[src/rtl/pcd_defs.vh]
/*
  Shared constants of the loop reference and post divider block:
  register indices, field positions, write masks, reset values and
  divider widths. Assumes inclusion by bare name from the rtl files.
*/
`ifndef PCD_DEFS_VH
`define PCD_DEFS_VH

// Register indices; the byte address is four times the index
`define PCD_IDX_W 6
`define PCD_IDX_MULT 6'h00
`define PCD_IDX_REF 6'h01
`define PCD_IDX_POST 6'h02
`define PCD_IDX_FLAGS 6'h03
`define PCD_IDX_INT_EN 6'h04
`define PCD_IDX_SRC_SEL 6'h05
`define PCD_IDX_LOOP 6'h06
`define PCD_IDX_RTI 6'h07
`define PCD_IDX_WDOG 6'h08
`define PCD_IDX_TEST_BYP 6'h09
`define PCD_IDX_TEST_CLK 6'h0a
`define PCD_IDX_WDOG_ARM 6'h0b

// Word address bits that carry the index
`define PCD_ADDR_IDX_MSB 7
`define PCD_ADDR_IDX_LSB 2

// Bus encodings
`define PCD_HTRANS_ACT_BIT 1
`define PCD_HRESP_OKAY 1'b0
`define PCD_RDATA_ZERO 32'h0000_0000
`define PCD_BYTE_ZERO 8'h00

// Field positions
`define PCD_REF_DIV_MSB 5
`define PCD_REF_RANGE_MSB 7
`define PCD_REF_RANGE_LSB 6
`define PCD_MULT_MSB 5
`define PCD_VCO_RANGE_MSB 7
`define PCD_VCO_RANGE_LSB 6
`define PCD_POST_MSB 4
`define PCD_SEL_LOOP_BIT 7
`define PCD_LOOP_ON_BIT 6
`define PCD_LOCK_BIT 3

// Writable bits of the mixed registers
`define PCD_POST_MASK 8'h1f
`define PCD_INT_EN_MASK 8'h92
`define PCD_SRC_SEL_MASK 8'hcb
`define PCD_WDOG_MASK 8'hc7

// Reset values
`define PCD_RST_MULT 8'h00
`define PCD_RST_REF 8'h00
`define PCD_RST_POST 8'h00
`define PCD_RST_INT_EN 8'h00
`define PCD_RST_SRC_SEL 8'h00
`define PCD_RST_LOOP 8'h40
`define PCD_RST_RTI 8'h00
`define PCD_RST_WDOG 8'h00

// Divider sizing and lock detector default
`define PCD_DIV_W 7
`define PCD_DIV_ONE 7'h01
`define PCD_LOCK_W 16
`define PCD_LOCK_REF_CYCLES 16'h0010

`endif

[src/rtl/pcd_clock_divider.v]
/*
  Edge-counting clock divider. Samples an outside clock pin through a
  three-stage synchroniser and emits a registered divided clock.
  Assumes the source runs well below half the core clock rate.
*/
`timescale 1ns/1ps
`default_nettype none
`include "pcd_defs.vh"

module pcd_clock_divider #(
  parameter DIV_W = `PCD_DIV_W
) (
  input wire clk,
  input wire rst,
  input wire src_pin,
  input wire [DIV_W-1:0] div_value,
  output reg div_clk,
  output reg period_tick
);

  reg sync1_r;
  reg sync2_r;
  reg sync3_r;
  reg level_r;
  reg [DIV_W-1:0] cnt_r;
  reg [DIV_W-1:0] div_r;
  reg level_nxt;
  reg [DIV_W-1:0] cnt_nxt;
  reg [DIV_W-1:0] div_nxt;
  reg out_nxt;
  reg [DIV_W:0] half_w;
  wire agree;
  wire rise;
  wire wrap;
  wire [DIV_W-1:0] one_w;

  assign one_w = {{(DIV_W-1){1'b0}}, 1'b1};
  // A change counts only once the last two stages agree
  assign agree = (sync2_r == sync3_r);
  assign rise = agree & sync3_r & ~level_r;
  assign wrap = (cnt_r >= div_r - one_w);

  // New divisor taken only at a period boundary, so no runt pulse
  always @* begin
    level_nxt = agree ? sync3_r : level_r;
    cnt_nxt = cnt_r;
    div_nxt = div_r;
    out_nxt = div_clk;
    if (rise) begin
      if (wrap) begin
        cnt_nxt = {DIV_W{1'b0}};
        div_nxt = div_value;
      end else begin
        cnt_nxt = cnt_r + one_w;
      end
    end
    half_w = ({1'b0, div_nxt} + {1'b0, one_w}) >> 1;
    if (div_nxt == one_w) begin
      out_nxt = level_nxt; // pass-through when dividing by one
    end else if (rise) begin
      out_nxt = ({1'b0, cnt_nxt} < half_w);
    end
  end

  // Synchroniser, counter and registered output
  always @(posedge clk) begin
    if (rst) begin
      sync1_r <= 1'b0;
      sync2_r <= 1'b0;
      sync3_r <= 1'b0;
      level_r <= 1'b0;
      cnt_r <= {DIV_W{1'b0}};
      div_r <= one_w;
      div_clk <= 1'b0;
      period_tick <= 1'b0;
    end else begin
      sync1_r <= src_pin;
      sync2_r <= sync1_r;
      sync3_r <= sync2_r;
      level_r <= level_nxt;
      cnt_r <= cnt_nxt;
      div_r <= div_nxt;
      div_clk <= out_nxt;
      period_tick <= rise & wrap;
    end
  end

endmodule
`default_nettype wire

[src/rtl/pcd_top.v]
/*
  Loop reference and post divider block with its register file on an
  AHB-Lite slave port. Assumes a single CORE_CLK domain, HSEL decoded
  by the interconnect from the chip-level base, and oscillator and VCO
  clocks arriving as asynchronous pins well below half CORE_CLK.
*/
// Functional notes
// - Reference divider writes ignored while loop clock is selected.
// - Accepted reference divider write restarts the lock detector.
// - Reference clock equals oscillator clock over divide value plus one.
// - Loop filter setting driven from the reference range field.
// - Output clock is VCO clock over twice the final divide value.
// - Final divide value zero passes the VCO clock undivided.
// - Registers decoded as base plus offsets zero through eleven.
`timescale 1ns/1ps
`default_nettype none
`include "pcd_defs.vh"

module pcd_top #(
  parameter LOCK_W = `PCD_LOCK_W,
  parameter [LOCK_W-1:0] LOCK_REF_CYCLES = `PCD_LOCK_REF_CYCLES
) (
  input wire CORE_CLK,
  input wire SYS_RST,
  input wire HSEL,
  input wire [31:0] HADDR,
  input wire [1:0] HTRANS,
  input wire HWRITE,
  input wire [2:0] HSIZE,
  input wire [31:0] HWDATA,
  input wire HREADY,
  output wire HREADYOUT,
  output wire HRESP,
  output reg [31:0] HRDATA,
  input wire OSC_CLK,
  input wire VCO_CLK,
  output wire LOOP_REF_CLK,
  output wire LOOP_OUT_CLK,
  output reg [1:0] LOOP_FILTER_SEL,
  output reg [1:0] VCO_RANGE_SEL,
  output reg [5:0] MULTIPLIER_VALUE,
  output reg LOOP_ENABLE,
  output reg LOOP_CLOCK_SELECTED,
  output reg LOOP_LOCKED
);

  // Bus states, one-hot
  localparam [3:0] ST_IDLE = 4'b0001;
  localparam [3:0] ST_WR = 4'b0010;
  localparam [3:0] ST_RD_WAIT = 4'b0100;
  localparam [3:0] ST_RD_DONE = 4'b1000;

  reg [3:0] state_r;
  reg [3:0] state_nxt;
  reg [`PCD_IDX_W-1:0] idx_r;
  reg [`PCD_IDX_W-1:0] idx_nxt;

  // Register file
  reg [7:0] mult_r;
  reg [7:0] ref_r;
  reg [7:0] post_r;
  reg [7:0] int_en_r;
  reg [7:0] src_sel_r;
  reg [7:0] loop_r;
  reg [7:0] rti_r;
  reg [7:0] wdog_r;
  reg [7:0] rd_byte;

  // Lock detector
  reg [LOCK_W-1:0] lock_cnt_r;
  reg lock_restart_r;
  reg [LOCK_W-1:0] lock_cnt_nxt;
  reg locked_nxt;
  reg [1:0] filter_sel_nxt;
  reg [1:0] vco_range_nxt;
  reg [5:0] mult_value_nxt;
  reg loop_enable_nxt;
  reg clock_sel_nxt;

  wire addr_phase;
  wire wr_now;
  wire ref_wr_ok;
  wire ref_tick;
  wire [`PCD_DIV_W-1:0] ref_div_w;
  wire [`PCD_DIV_W-1:0] post_div_w;
  wire [7:0] wbyte;
  wire [`PCD_IDX_W-1:0] addr_idx;
  wire lock_clear;
  wire lock_done;

  // A transfer is taken only when the bus is ready and we are selected
  assign addr_phase = HSEL & HTRANS[`PCD_HTRANS_ACT_BIT] & HREADY;
  assign addr_idx = HADDR[`PCD_ADDR_IDX_MSB:`PCD_ADDR_IDX_LSB];
  assign wr_now = (state_r == ST_WR);
  assign wbyte = HWDATA[7:0];

  // Reads take one wait state so a read right after a write sees it
  assign HREADYOUT = (state_r != ST_RD_WAIT);
  assign HRESP = `PCD_HRESP_OKAY;

  // Bus sequencing
  always @* begin
    state_nxt = state_r;
    idx_nxt = idx_r;
    case (state_r)
      ST_RD_WAIT: begin
        state_nxt = ST_RD_DONE;
      end
      default: begin
        if (addr_phase) begin
          idx_nxt = addr_idx;
          state_nxt = HWRITE ? ST_WR : ST_RD_WAIT;
        end else begin
          state_nxt = ST_IDLE;
        end
      end
    endcase
  end

  always @(posedge CORE_CLK) begin
    if (SYS_RST) begin
      state_r <= ST_IDLE;
      idx_r <= {`PCD_IDX_W{1'b0}};
    end else begin
      state_r <= state_nxt;
      idx_r <= idx_nxt;
    end
  end

  // Reference divider writes are locked out while the loop drives the system
  assign ref_wr_ok = wr_now & (idx_r == `PCD_IDX_REF) &
    ~src_sel_r[`PCD_SEL_LOOP_BIT];

  // Register writes in the data phase; byte lane 0 carries the value
  always @(posedge CORE_CLK) begin
    if (SYS_RST) begin
      mult_r <= `PCD_RST_MULT;
      ref_r <= `PCD_RST_REF;
      post_r <= `PCD_RST_POST;
      int_en_r <= `PCD_RST_INT_EN;
      src_sel_r <= `PCD_RST_SRC_SEL;
      loop_r <= `PCD_RST_LOOP;
      rti_r <= `PCD_RST_RTI;
      wdog_r <= `PCD_RST_WDOG;
    end else if (wr_now) begin
      if (idx_r == `PCD_IDX_MULT) begin
        mult_r <= wbyte;
      end else if (idx_r == `PCD_IDX_REF) begin
        if (ref_wr_ok) begin
          ref_r <= wbyte;
        end
      end else if (idx_r == `PCD_IDX_POST) begin
        post_r <= wbyte & `PCD_POST_MASK;
      end else if (idx_r == `PCD_IDX_INT_EN) begin
        int_en_r <= wbyte & `PCD_INT_EN_MASK;
      end else if (idx_r == `PCD_IDX_SRC_SEL) begin
        src_sel_r <= wbyte & `PCD_SRC_SEL_MASK;
      end else if (idx_r == `PCD_IDX_LOOP) begin
        loop_r <= wbyte;
      end else if (idx_r == `PCD_IDX_RTI) begin
        rti_r <= wbyte;
      end else if (idx_r == `PCD_IDX_WDOG) begin
        wdog_r <= wbyte & `PCD_WDOG_MASK;
      end
      // Test registers, arm register and holes take no write
    end
  end

  // Read decode; unmapped and test indices answer zero
  always @* begin
    rd_byte = `PCD_BYTE_ZERO;
    if (idx_r == `PCD_IDX_MULT) begin
      rd_byte = mult_r;
    end else if (idx_r == `PCD_IDX_REF) begin
      rd_byte = ref_r;
    end else if (idx_r == `PCD_IDX_POST) begin
      rd_byte = post_r;
    end else if (idx_r == `PCD_IDX_FLAGS) begin
      rd_byte = `PCD_BYTE_ZERO;
      rd_byte[`PCD_LOCK_BIT] = LOOP_LOCKED;
    end else if (idx_r == `PCD_IDX_INT_EN) begin
      rd_byte = int_en_r;
    end else if (idx_r == `PCD_IDX_SRC_SEL) begin
      rd_byte = src_sel_r;
    end else if (idx_r == `PCD_IDX_LOOP) begin
      rd_byte = loop_r;
    end else if (idx_r == `PCD_IDX_RTI) begin
      rd_byte = rti_r;
    end else if (idx_r == `PCD_IDX_WDOG) begin
      rd_byte = wdog_r;
    end else if (idx_r == `PCD_IDX_TEST_BYP) begin
      rd_byte = `PCD_BYTE_ZERO;
    end else if (idx_r == `PCD_IDX_TEST_CLK) begin
      rd_byte = `PCD_BYTE_ZERO;
    end
  end

  // Read data captured during the wait state, held until next read
  always @(posedge CORE_CLK) begin
    if (SYS_RST) begin
      HRDATA <= `PCD_RDATA_ZERO;
    end else if (state_r == ST_RD_WAIT) begin
      HRDATA <= {24'h00_0000, rd_byte};
    end
  end

  // Reference divisor is field plus one, range 1 to 64
  assign ref_div_w = {1'b0, ref_r[`PCD_REF_DIV_MSB:0]} +
    `PCD_DIV_ONE;

  // Final divisor is twice the field, or one when the field is zero
  assign post_div_w = (post_r[`PCD_POST_MSB:0] == 5'h00) ?
    `PCD_DIV_ONE :
    {1'b0, post_r[`PCD_POST_MSB:0], 1'b0};

  // Oscillator to loop reference
  pcd_clock_divider #(
    .DIV_W(`PCD_DIV_W)
  ) u_ref_div (
    .clk(CORE_CLK),
    .rst(SYS_RST),
    .src_pin(OSC_CLK),
    .div_value(ref_div_w),
    .div_clk(LOOP_REF_CLK),
    .period_tick(ref_tick)
  );

  // VCO to loop output clock
  pcd_clock_divider #(
    .DIV_W(`PCD_DIV_W)
  ) u_post_div (
    .clk(CORE_CLK),
    .rst(SYS_RST),
    .src_pin(VCO_CLK),
    .div_value(post_div_w),
    .div_clk(LOOP_OUT_CLK),
    .period_tick()
  );

  // Restart sources of the lock detector
  assign lock_clear = ref_wr_ok | lock_restart_r |
    ~loop_r[`PCD_LOOP_ON_BIT];
  assign lock_done = (lock_cnt_r == LOCK_REF_CYCLES);

  // Lock next state; a restart outranks the lock event on purpose
  always @* begin
    lock_cnt_nxt = lock_cnt_r;
    locked_nxt = LOOP_LOCKED;
    if (lock_clear) begin
      lock_cnt_nxt = {LOCK_W{1'b0}};
      locked_nxt = 1'b0;
    end else if (lock_done) begin
      locked_nxt = 1'b1;
    end else if (ref_tick) begin
      lock_cnt_nxt = lock_cnt_r + {{(LOCK_W-1){1'b0}}, 1'b1};
    end
  end

  // Lock detector: counts reference periods since its last restart.
  // A digital stand-in only; the analogue phase comparison lives outside.
  always @(posedge CORE_CLK) begin
    if (SYS_RST) begin
      lock_cnt_r <= {LOCK_W{1'b0}};
      lock_restart_r <= 1'b0;
      LOOP_LOCKED <= 1'b0;
    end else begin
      lock_restart_r <= ref_wr_ok;
      lock_cnt_r <= lock_cnt_nxt;
      LOOP_LOCKED <= locked_nxt;
    end
  end

  // Analogue loop controls taken straight from the fields
  always @* begin
    // Wrong range may leave the loop unlocked; not checked here
    filter_sel_nxt = ref_r[`PCD_REF_RANGE_MSB:`PCD_REF_RANGE_LSB];
    vco_range_nxt = mult_r[`PCD_VCO_RANGE_MSB:`PCD_VCO_RANGE_LSB];
    mult_value_nxt = mult_r[`PCD_MULT_MSB:0];
    loop_enable_nxt = loop_r[`PCD_LOOP_ON_BIT];
    clock_sel_nxt = src_sel_r[`PCD_SEL_LOOP_BIT];
  end

  // Registered so the analogue controls never see decode glitches
  always @(posedge CORE_CLK) begin
    if (SYS_RST) begin
      LOOP_FILTER_SEL <= 2'h0;
      VCO_RANGE_SEL <= 2'h0;
      MULTIPLIER_VALUE <= 6'h00;
      LOOP_ENABLE <= 1'b0;
      LOOP_CLOCK_SELECTED <= 1'b0;
    end else begin
      LOOP_FILTER_SEL <= filter_sel_nxt;
      VCO_RANGE_SEL <= vco_range_nxt;
      MULTIPLIER_VALUE <= mult_value_nxt;
      LOOP_ENABLE <= loop_enable_nxt;
      LOOP_CLOCK_SELECTED <= clock_sel_nxt;
    end
  end

endmodule
`default_nettype wire

[config.mk]
export PLATFORM = sky130hd
export DESIGN_NAME = pcd_top
export DESIGN_NICKNAME = d
export VERILOG_FILES = /design/src/rtl/pcd_clock_divider.v /design/src/rtl/pcd_top.v
export VERILOG_INCLUDE_DIRS = /design/src /design/src/rtl
export SDC_FILE = /design/constraint.sdc
export NUM_CORES = 1
export LEC_CHECK = 0
export BUFFER_PORTS_ARGS = -buffer_cell sky130_fd_sc_hd__buf_2
export CELL_PAD_IN_SITES_DETAIL_PLACEMENT = 0
export CELL_PAD_IN_SITES_GLOBAL_PLACEMENT = 2
export CORE_ASPECT_RATIO = 0.75
export CORE_MARGIN = 5
export CORE_UTILIZATION = 36
export CTS_BUF_LIST = sky130_fd_sc_hd__clkbuf_16
export DETAILED_ROUTE_END_ITERATION = 10
export PLACE_DENSITY_LB_ADDON = 0.1
export SLEW_MARGIN = 0
export SYNTH_ARGS = -nofsm -noshare
export SYNTH_HDL_FRONTEND = slang
export SYNTH_SLANG_ARGS = --single-unit
[constraint.sdc]
create_clock -name CORE_CLK -period 13.2 [get_ports CORE_CLK]
set_input_delay 1.98 -clock CORE_CLK [delete_from_list [all_inputs] [get_ports CORE_CLK]]
set_output_delay 1.98 -clock CORE_CLK [all_outputs]
set_load 0.01 [all_outputs]
Word-level counts from Yosys, hierarchy flattened
Index checks and enable logic that the tools add are counted.

word-level totals
  output and inout port bits = 49
  register bits after elaboration = 137
  word-level logic and storage cells = 131
  input bits = 76

operators by class
  magnitude comparators = 4
  equality and inequality tests = 16
  bitwise logic cells = 25
  add/sub/neg operators = 8
  reductions and logical operators = 16
  muxes and demuxes = 27

operators with widths
  kind                   count
  $mux 8                 9
  $mux 7                 8
  $eq 6x3->1 const B     4
  $add 16x1->16 const B  1
  $add 7x1->8 const B    2
  $eq 16x5->1 const B    1
  $add 7x1->7 const B    2
  $eq 7x1->1 const B     2
  $ge 7x7->1             2
  $lt 7x7->1             2
  $not 1->1              14
  $sub 7x1->7 const B    2
  $eq 6x2->1 const B     2
  $and 1x1->1            9
  $reduce_and 9->1       1
  $reduce_and 4->1       2
  $reduce_and 8->1       1
  $add 6x1->7 const B    1
  $reduce_and 7->1       1
  $eq 6x1->1 const B     1
  $eq 6x4->1 const B     1
  $logic_not 6->1        1
  $mux 1                 6
  $mux 3                 2
  14 further kinds       19

Longest topological paths before layout
Gate-level depths: netlist of run 1.

  depth after elaboration = 10
  gate-level depth with buffers = 24
  gate-level depth less buffers = 23

Hierarchy
A second synthesis of run 1 with hierarchy kept.

second synthesis, totals
  cells, all modules = 872
  area total of the unflattened synthesis = 7561.0 µm²

by module, submodules not included
  module                          area each (µm²)  cells each  instances  seq. area each (µm²)
  pcd_top                         4657.0           528         1          1961.9
  pcd_clock_divider (u_ref_div)   1453.9           174         1          400.4
  pcd_clock_divider (u_post_div)  1450.1           170         1          400.4

Worst setup path before layout of run 1
OpenSTA, ideal clock, no wires.

  kind = flip-flop to flip-flop
  from = register u_ref_div.div_r[3]
  to = register u_ref_div.div_clk
  cell stages (with the launch flop) = 25
  library setup time = 86 ps
  path buffers = 2
  data arrival time = 4423 ps
  clock period less this slack = 4509 ps
  setup slack = 8691 ps
  data required time = 13114 ps
  cells stage by stage = dfxtp_1 clkbuf_1 nor4_1 nand2_1 xor2_1 ha_1 nand3_1 o31a_2 a21oi_4 buf_6 mux2i_1 inv_1 ha_1 nand4b_1 o31a_1 nor2_1 mux2i_1 xnor2_1 ha_1 a21o_1 a211oi_1 a21oi_1 a21oi_1 o41ai_1 a211oi_1

between the ends
  longest elaborated chain between the ends = 8
  elaborated cells on any way between the ends = 12
  those cells by class = 2 x add/sub; 2 x order compare; 1 x eq/ne; 6 x mux; 1 x reduce/logical

RTL lines
  item                      RTL line                text
  start: declaration        pcd_clock_divider.v:26  reg [DIV_W-1:0] div_r;
  start signal: assignment  pcd_clock_divider.v:73  div_r <= one_w;
  start signal: assignment  pcd_clock_divider.v:82  div_r <= div_nxt;
  $sub 7x1->7 (*)           pcd_clock_divider.v:41  assign wrap = (cnt_r >= div_r - one_w);
  $ge 7x7->1 (*)            pcd_clock_divider.v:41
  $mux 7 (*)                pcd_clock_divider.v:50  if (wrap) begin
  $mux 7 (*)                pcd_clock_divider.v:49  if (rise) begin
  net u_ref_div.div_nxt[1]  pcd_clock_divider.v:29  reg [DIV_W-1:0] div_nxt;
  $add 7x1->8               pcd_clock_divider.v:57  half_w = ({1'b0, div_nxt} + {1'b0, one_w}) >> 1;
  $lt 7x7->1                pcd_clock_divider.v:61  out_nxt = ({1'b0, cnt_nxt} < half_w);
  $mux 1                    pcd_clock_divider.v:60  end else if (rise) begin
  $mux 1                    pcd_clock_divider.v:58  if (div_nxt == one_w) begin
  end signal: assignment    pcd_clock_divider.v:83  div_clk <= out_nxt;
  end: declaration          pcd_clock_divider.v:17  output reg div_clk,

Mark *: on every way through the listed nets, which the timed path passes. The rest lies on a longest branch. The select of a mux whose other input is x is not followed.
A chain may end at the register's enable or synchronous reset.

Final worst setup path of run 1
  from = register u_ref_div.div_r[2]
  to = register u_ref_div.div_clk

Same word-level chain as after synthesis.

==> flow_metrics.env, run 1 <==
export IMPL_max_slew_worst_pin_slew_ns=0.9053
export IMPL_grt_max_degree=75
export IMPL_ir_drop_mv=0.07356
export IMPL_fin_crit_ns=5.464
export IMPL_layout_commonest_cell="dfxtp_1"
export IMPL_clkLatencyLatePin_ns=0.42
export IMPL_ff2ff_setup_slack_ns=7.74
export IMPL_numCtsBuffers=17
export IMPL_fp_dieW_um=173.1
export IMPL_synth_cells=854
export IMPL_totalPowerFinal_mw=0.9238
export IMPL_vias_per_cell=5.171
export IMPL_clock_sinks=137
export IMPL_required_ns=13.53
export IMPL_power_density_mw_per_mm2=114.7
export IMPL_synth_edf_count=0
export IMPL_start_util_pct=36.84
export IMPL_htreeDepth=4
export IMPL_die_h_um=132.3
export IMPL_grt_overflow=0
export IMPL_antenna_found_initial=0
export IMPL_syn_to_final_growth_pct=12.16
export IMPL_ys_flop_type="dfxtp_1"
export IMPL_vias=5900
export IMPL_finalClockSkew_ns=0.01503
export IMPL_drt_iter0_drc=366
export IMPL_detail_route_antenna_nets=0
export IMPL_outcome="complete, no violations"
export IMPL_drive_above_1_share_pct=10.81
export IMPL_totalNegativeSetupSlack_ns=0
export IMPL_leakagePower_nw=3.320
export IMPL_clk_pin_slew_ns=0.06
export IMPL_clock_path_buffers=2
export IMPL_ys_seq_area_share_pct=38.20
export IMPL_hold_worst_slack_ns=0.4375
export IMPL_worst_path_max_fanout=22
export IMPL_n_antenna_cell=0
export IMPL_reg2reg_depth=22
export IMPL_track_usage_pct=17.19
export IMPL_crit_slowest_cell="nor4_1"
export IMPL_hold_start="u_ref_div.sync1_r"
export IMPL_drc=0
export IMPL_grt_pass1_wl_um=31850
export IMPL_rsz0062_at_grt="no"
export IMPL_hold_class="flip-flop to flip-flop"
export IMPL_fmax_mhz=183.0
export IMPL_dr_pass1_iters=5
export IMPL_worst_hold_path_endpoint="u_ref_div.sync2_r"
export IMPL_wl_um=19400
export IMPL_rows=44
export IMPL_layout_common_cells="137 x dfxtp_1, 91 x nand2_1, 89 x nor2_1, 59 x a21oi_1, 54 x nand3_1"
export IMPL_cp_arrival_ns=5.80
export IMPL_maxSlewViolCount=0
export IMPL_avgSynthCellArea_um2=8.407
export IMPL_io_buffers=45
export IMPL_drv_cap=0
export IMPL_worst_setup_path_end_kind="flip-flop"
export IMPL_post_cts_resized=0
export IMPL_cp_cell_sequence="nor4_1 -> nand2_1 -> xor2_1 -> ha_1 -> nand3_1 -> o31a_2 -> a21oi_4 -> mux2i_1 -> inv_1 -> ha_1 -> nand2_1 -> o31a_1 -> nor2_1 -> mux2i_1 -> xnor2_1 -> ha_1 -> a21o_1 -> a211oi_1 -> a21oi_1 -> a21oi_1 -> o41ai_1 -> a211oi_1"
export IMPL_ys_ff_latch=137
export IMPL_setup_violations=0
export IMPL_cts_tree="yes"
export IMPL_holdPathStages=1
export IMPL_reg2reg_from="u_ref_div.div_r[2]"
export IMPL_gp_congestion=0.7649
export IMPL_netlist_area_mm2=0.007179
export IMPL_nets=990
export IMPL_io_pins=125
export IMPL_max_slew_margin_pct=39.43
export IMPL_yosysUniqueCellTypes=61
export IMPL_coreArea_mm2=0.01949
export IMPL_r2r_end="u_ref_div.div_clk"
export IMPL_dp_hpwl_um=13560
export IMPL_ctsHoldBuffers=0
export IMPL_cpPeakStageDelay_ns=0.60
export IMPL_path_buf_inv=1
export IMPL_clock_root_buffer="clkbuf_16"
export IMPL_post_drt_wl_per_cell_um=17.00
export IMPL_post_cts_buffers=0
export IMPL_fin_crit_sh_pct=41.39
export IMPL_synthArstFlopShare_pct=0
export IMPL_crit_path_start_kind="flip-flop"
export IMPL_cp_top_family="compound AO/OA/AOI/OAI gates"
export IMPL_critical_path_class="flip-flop to flip-flop"
export IMPL_finalHoldViolCount=0
export IMPL_grt_pass1_vias=5873
export IMPL_cpMostUsedCell="ha_1"
export IMPL_num_fill_cells=2013
export IMPL_die_area_mm2=0.02290
export IMPL_crit_start="u_ref_div.div_r[2]"
export IMPL_yosys_warnings=0
-- flip-flops by register name (all words and copies together), names as in the netlist, 6 cells and up --
signal,count
u_ref_div.cnt_r,7
HRDATA,8
mult_r,8
loop_r,8
lock_cnt_r,16
ref_r,8
u_post_div.cnt_r,7
u_post_div.div_r,7
u_ref_div.div_r,7
rti_r,8
MULTIPLIER_VALUE,6
idx_r,6
-- cell families after synthesis --
logic type / synth area share, %
compound gates: 12.32
simple gates: 23.46
other cells: 0.05223
buf+inv: 6.727
xor+xnor: 5.978
fa+ha+maj: 6.797
flops: 38.20
mux: 6.466
-- metrics by stage --
| stage | instance area, um^2 | setup WS [ns] | utilization (%) | std cells |
|---|---|---|---|---|
| after floorplan | 7269 | 8.691 | - | 878 |
| after global placement | 7483 | 7.679 | 38.40 | 1109 |
| after detailed placement | 7483 | 7.652 | 38.40 | 1109 |
| after CTS | 8053 | 7.629 | 41.32 | 1141 |
| after global routing | 8053 | 7.118 | 41.32 | 1141 |
| final | 8053 | 7.736 | 41.32 | 1141 |
-- worst max-delay path by stage --
stage                              to  slack (ns)  cells past startpoint
floorplan           u_ref_div.div_clk        8.69                     24
global placement    u_ref_div.div_clk        7.68                     22
detailed placement  u_ref_div.div_clk        7.65                     22
CTS                 u_ref_div.div_clk        7.63                     22
global route        u_ref_div.div_clk        7.12                     22
finish              u_ref_div.div_clk        7.74                     22
-- area by class of cell --
class / instances / area, um^2 / share of cell area (%)
repair buffers: 55 / 302.8 / 3.760
flip-flops and latches: 137 / 2743 / 34.06
clock buffers: 17 / 425.4 / 5.283
multi-input cells: 645 / 4050 / 50.30
inverters: 19 / 71.32 / 0.8856
clock inverters: 15 / 143.9 / 1.787
well taps: 253 / 316.6 / 3.931
-- metal layers --
| metal | routed length, um | vias up | GRT usage [%] |
|---|---|---|---|
| li1 | - | 2962 | - |
| met1 | 10220 | 2819 | 25.28 |
| met2 | 8327 | 114 | 25.98 |
| met3 | 760 | 5 | 3.641 |
| met4 | 87 | 0 | 3.633 |
| met5 | 0 | - | 0 |
-- cells in the mapped netlist, drive strengths merged (21+ instances only) --
cell type  instances  area [um^2]
xnor2             21        183.9
nor2b             25        156.4
nand3             54        270.3
o21ai             31        155.1
mux2i             43        430.4
buf               44        286.5
xor2              28        245.2
dfxtp            137         2743
a21oi             60        311.5
nor2              89        334.1
ha                39        488.0
clkbuf            33        125.1
nand2             91        341.6
-- power breakdown --
part           switching [mW]  internal, mW
Combinational          0.0309        0.0121
Clock                   0.200         0.264
Sequential            0.00168         0.415
Total                   0.232         0.691
(Power assumes the default switching activity.)
==> run 2, diff against run 1 <==
--- a/config.mk
+++ b/config.mk
@@ -11,7 +11,7 @@
 export CELL_PAD_IN_SITES_GLOBAL_PLACEMENT = 2
 export CORE_ASPECT_RATIO = 0.75
 export CORE_MARGIN = 5
-export CORE_UTILIZATION = 36
+export CORE_UTILIZATION = 33
 export CTS_BUF_LIST = sky130_fd_sc_hd__clkbuf_16
 export DETAILED_ROUTE_END_ITERATION = 10
 export PLACE_DENSITY_LB_ADDON = 0.1
==> constraint.sdc (replaced) <==
create_clock -name CORE_CLK -period 5.49 [get_ports CORE_CLK]
set_input_delay 0.8235 -clock CORE_CLK [delete_from_list [all_inputs] [get_ports CORE_CLK]]
set_output_delay 0.8235 -clock CORE_CLK [all_outputs]
set_load 0.01 [all_outputs]
==> flow_metrics.env, run 2 (synthesis results as in run 1) <==
export IMPL_reg2reg_depth=23
export IMPL_post_drt_wl_per_cell_um=17.04
export IMPL_wl_um=20110
export IMPL_top_register="lock_cnt_r"
export IMPL_layout_commonest_cell="dfxtp_1"
export IMPL_critical_path_class="flip-flop to flip-flop"
export IMPL_cp_arrival_ns=5.24
export IMPL_path_buf_inv=1
export IMPL_worst_path_max_fanout=8
export IMPL_cp_cell_sequence="nor4_1 -> buf_4 -> nand2_1 -> xor2_1 -> ha_1 -> nand3_1 -> o31a_2 -> nand2_1 -> nand2_1 -> o21ai_0 -> ha_1 -> nand2_1 -> o31a_1 -> nor2_1 -> mux2i_1 -> xnor2_1 -> ha_1 -> a21o_1 -> a211oi_1 -> a21oi_1 -> a21oi_1 -> o41ai_1 -> a211oi_1"
export IMPL_power_density_mw_per_mm2=279.0
export IMPL_dr_pass1_iters=6
export IMPL_finalHoldViolCount=0
export IMPL_crit_start="u_ref_div.div_r[2]"
export IMPL_crit_end="u_ref_div.div_clk"
export IMPL_cp_top_family="compound AO/OA/AOI/OAI gates"
export IMPL_io_buffers=45
export IMPL_grt_pass1_vias=5886
export IMPL_track_usage_pct=16.47
export IMPL_post_cts_resized=0
export IMPL_grt_overflow=0
export IMPL_die_h_um=137.7
export IMPL_drv_cap=0
export IMPL_ctsHoldBuffers=0
export IMPL_max_slew_worst_pin_slew_ns=1.187
export IMPL_crit_path_start_kind="flip-flop"
export IMPL_largest_reg_flops=16
export IMPL_rsz0062_at_grt="no"
export IMPL_fmax_mhz=203.9
export IMPL_grt_max_degree=75
export IMPL_vias_per_cell=5.043
export IMPL_r2r_end="u_ref_div.div_clk"
export IMPL_antenna_found_initial=0
export IMPL_coreArea_mm2=0.02130
export IMPL_fin_crit_ns=4.905
export IMPL_setup_violations=0
export IMPL_drt_iter0_drc=405
export IMPL_placedInstanceArea_mm2=0.007557
export IMPL_clock_root_buffer="clkbuf_16"
export IMPL_htreeDepth=4
export IMPL_fp_dieW_um=180.3
export IMPL_totalNegativeSetupSlack_ns=0
export IMPL_die_area_mm2=0.02484
export IMPL_dp_slack_ns=0.5738
export IMPL_grt_pass1_wl_um=32420
export IMPL_finalClockSkew_ns=0.01108
export IMPL_dp_hpwl_um=14170
export IMPL_rows=46
export IMPL_clkLatencyLatePin_ns=0.43
export IMPL_reg2reg_from="u_ref_div.div_r[2]"
export IMPL_layout_common_cells="137 x dfxtp_1, 91 x nand2_1, 89 x nor2_1, 59 x a21oi_1, 54 x nand3_1"
export IMPL_clock_path_buffers=2
export IMPL_final_cell_count_no_fill=1180
export IMPL_io_pins=125
export IMPL_post_cts_buffers=0
export IMPL_crit_slowest_cell="dfxtp_1"
export IMPL_leakagePower_nw=3.339
export IMPL_required_ns=5.83
export IMPL_outcome="complete, no violations"
export IMPL_nets=994
export IMPL_worst_setup_path_end_kind="flip-flop"
export IMPL_fin_crit_sh_pct=89.34
export IMPL_dp_cells=1148
export IMPL_path_depth=23
export IMPL_gp_congestion=0.7673
export IMPL_maxSlewViolCount=0
export IMPL_cts_tree="yes"
export IMPL_clock_sinks=137
export IMPL_drive_above_1_share_pct=11.21
export IMPL_cpMostUsedCell="nand2_1"
export IMPL_ff2ff_setup_slack_ns=0.59
export IMPL_numCtsBuffers=17
export IMPL_setup_ws_ns=0.5853
export IMPL_syn_to_final_growth_pct=13.45
export IMPL_hold_class="flip-flop to flip-flop"
export IMPL_clk_pin_slew_ns=0.06
export IMPL_final_area_mm2=0.008145
export IMPL_n_antenna_cell=0
export IMPL_ir_drop_mv=0.1828
export IMPL_start_util_pct=33.71
export IMPL_max_slew_margin_pct=20.25
export IMPL_cpPeakStageDelay_ns=0.40
export IMPL_detail_route_antenna_nets=0
export IMPL_vias=5951
export IMPL_drc=0
run 2: cell types whose count changed in the layout (fill, tap and decap cells not counted), sizes merged:
cell / change
bufinv: +1
buf: +4
inv: -1
run 2: how the worst min path moves through the flow:
stage                       start                 end  slack (ns)  cells past startpoint
2_1_floorplan  u_post_div.sync1_r  u_post_div.sync2_r        0.41                      1
3_3_place_gp    u_ref_div.sync1_r   u_ref_div.sync2_r        0.42                      1
3_5_place_dp   u_post_div.sync1_r  u_post_div.sync2_r        0.43                      1
4_1_cts        u_post_div.sync1_r  u_post_div.sync2_r        0.44                      1
5_1_grt        u_post_div.sync1_r  u_post_div.sync2_r        0.47                      1
6_report       u_post_div.sync1_r  u_post_div.sync2_r        0.44                      1
run 2: area by class of cell:
class	instances	area (um^2)
multi-input combinational	645	4050
sequential	137	2743
tap	288	360.3
clock buffer	17	425.4
fill	2214	13150
clock inverter	15	162.7
inverter	19	71.32
timing repair buffer	59	332.8
run 2: where the power goes:
part           internal [mW]  switching [mW]  leakage (nW)  total, mW
registers              0.999         0.00556          1.11       1.00
clock network          0.679           0.488         0.279       1.17
logic                 0.0281          0.0733          1.96      0.101
total                   1.71           0.567          3.34       2.27
run 2: layer usage:
| layer | wire length [um] | part of all wire, % | GRT usage (%) |
|---|---|---|---|
| met1 | 10420 | 52 | 23.69 |
| met2 | 8554 | 43 | 24.99 |
| met3 | 874 | 4.3 | 3.378 |
| met4 | 264 | 1.3 | 4.870 |
| met5 | 0 | 0 | 0 |
run 2: worst register-to-register path, cell delays in order (launching register included):
cell and delay [ns]:
dfxtp_1 0.40, nor4_1 0.32, buf_4 0.18, nand2_1 0.06, xor2_1 0.15, ha_1 0.31
nand3_1 0.09, o31a_2 0.40, nand2_1 0.16, nand2_1 0.13, o21ai_0 0.30, ha_1 0.32
nand2_1 0.08, o31a_1 0.27, nor2_1 0.11, mux2i_1 0.11, xnor2_1 0.15, ha_1 0.29
a21o_1 0.16, a211oi_1 0.32, a21oi_1 0.07, a21oi_1 0.14, o41ai_1 0.09, a211oi_1 0.23
run 2: metrics by stage:
stage	power [mW]	hold WS, ns	util, %
6_report	2.272	0.4387	38.25
3_5_place_dp	1.129	0.4348	35.49
5_1_grt	2.357	0.4656	38.25
3_3_place_gp	1.128	0.4233	35.49
2_1_floorplan	1.103	0.4138	-
4_1_cts	2.305	0.4404	38.25
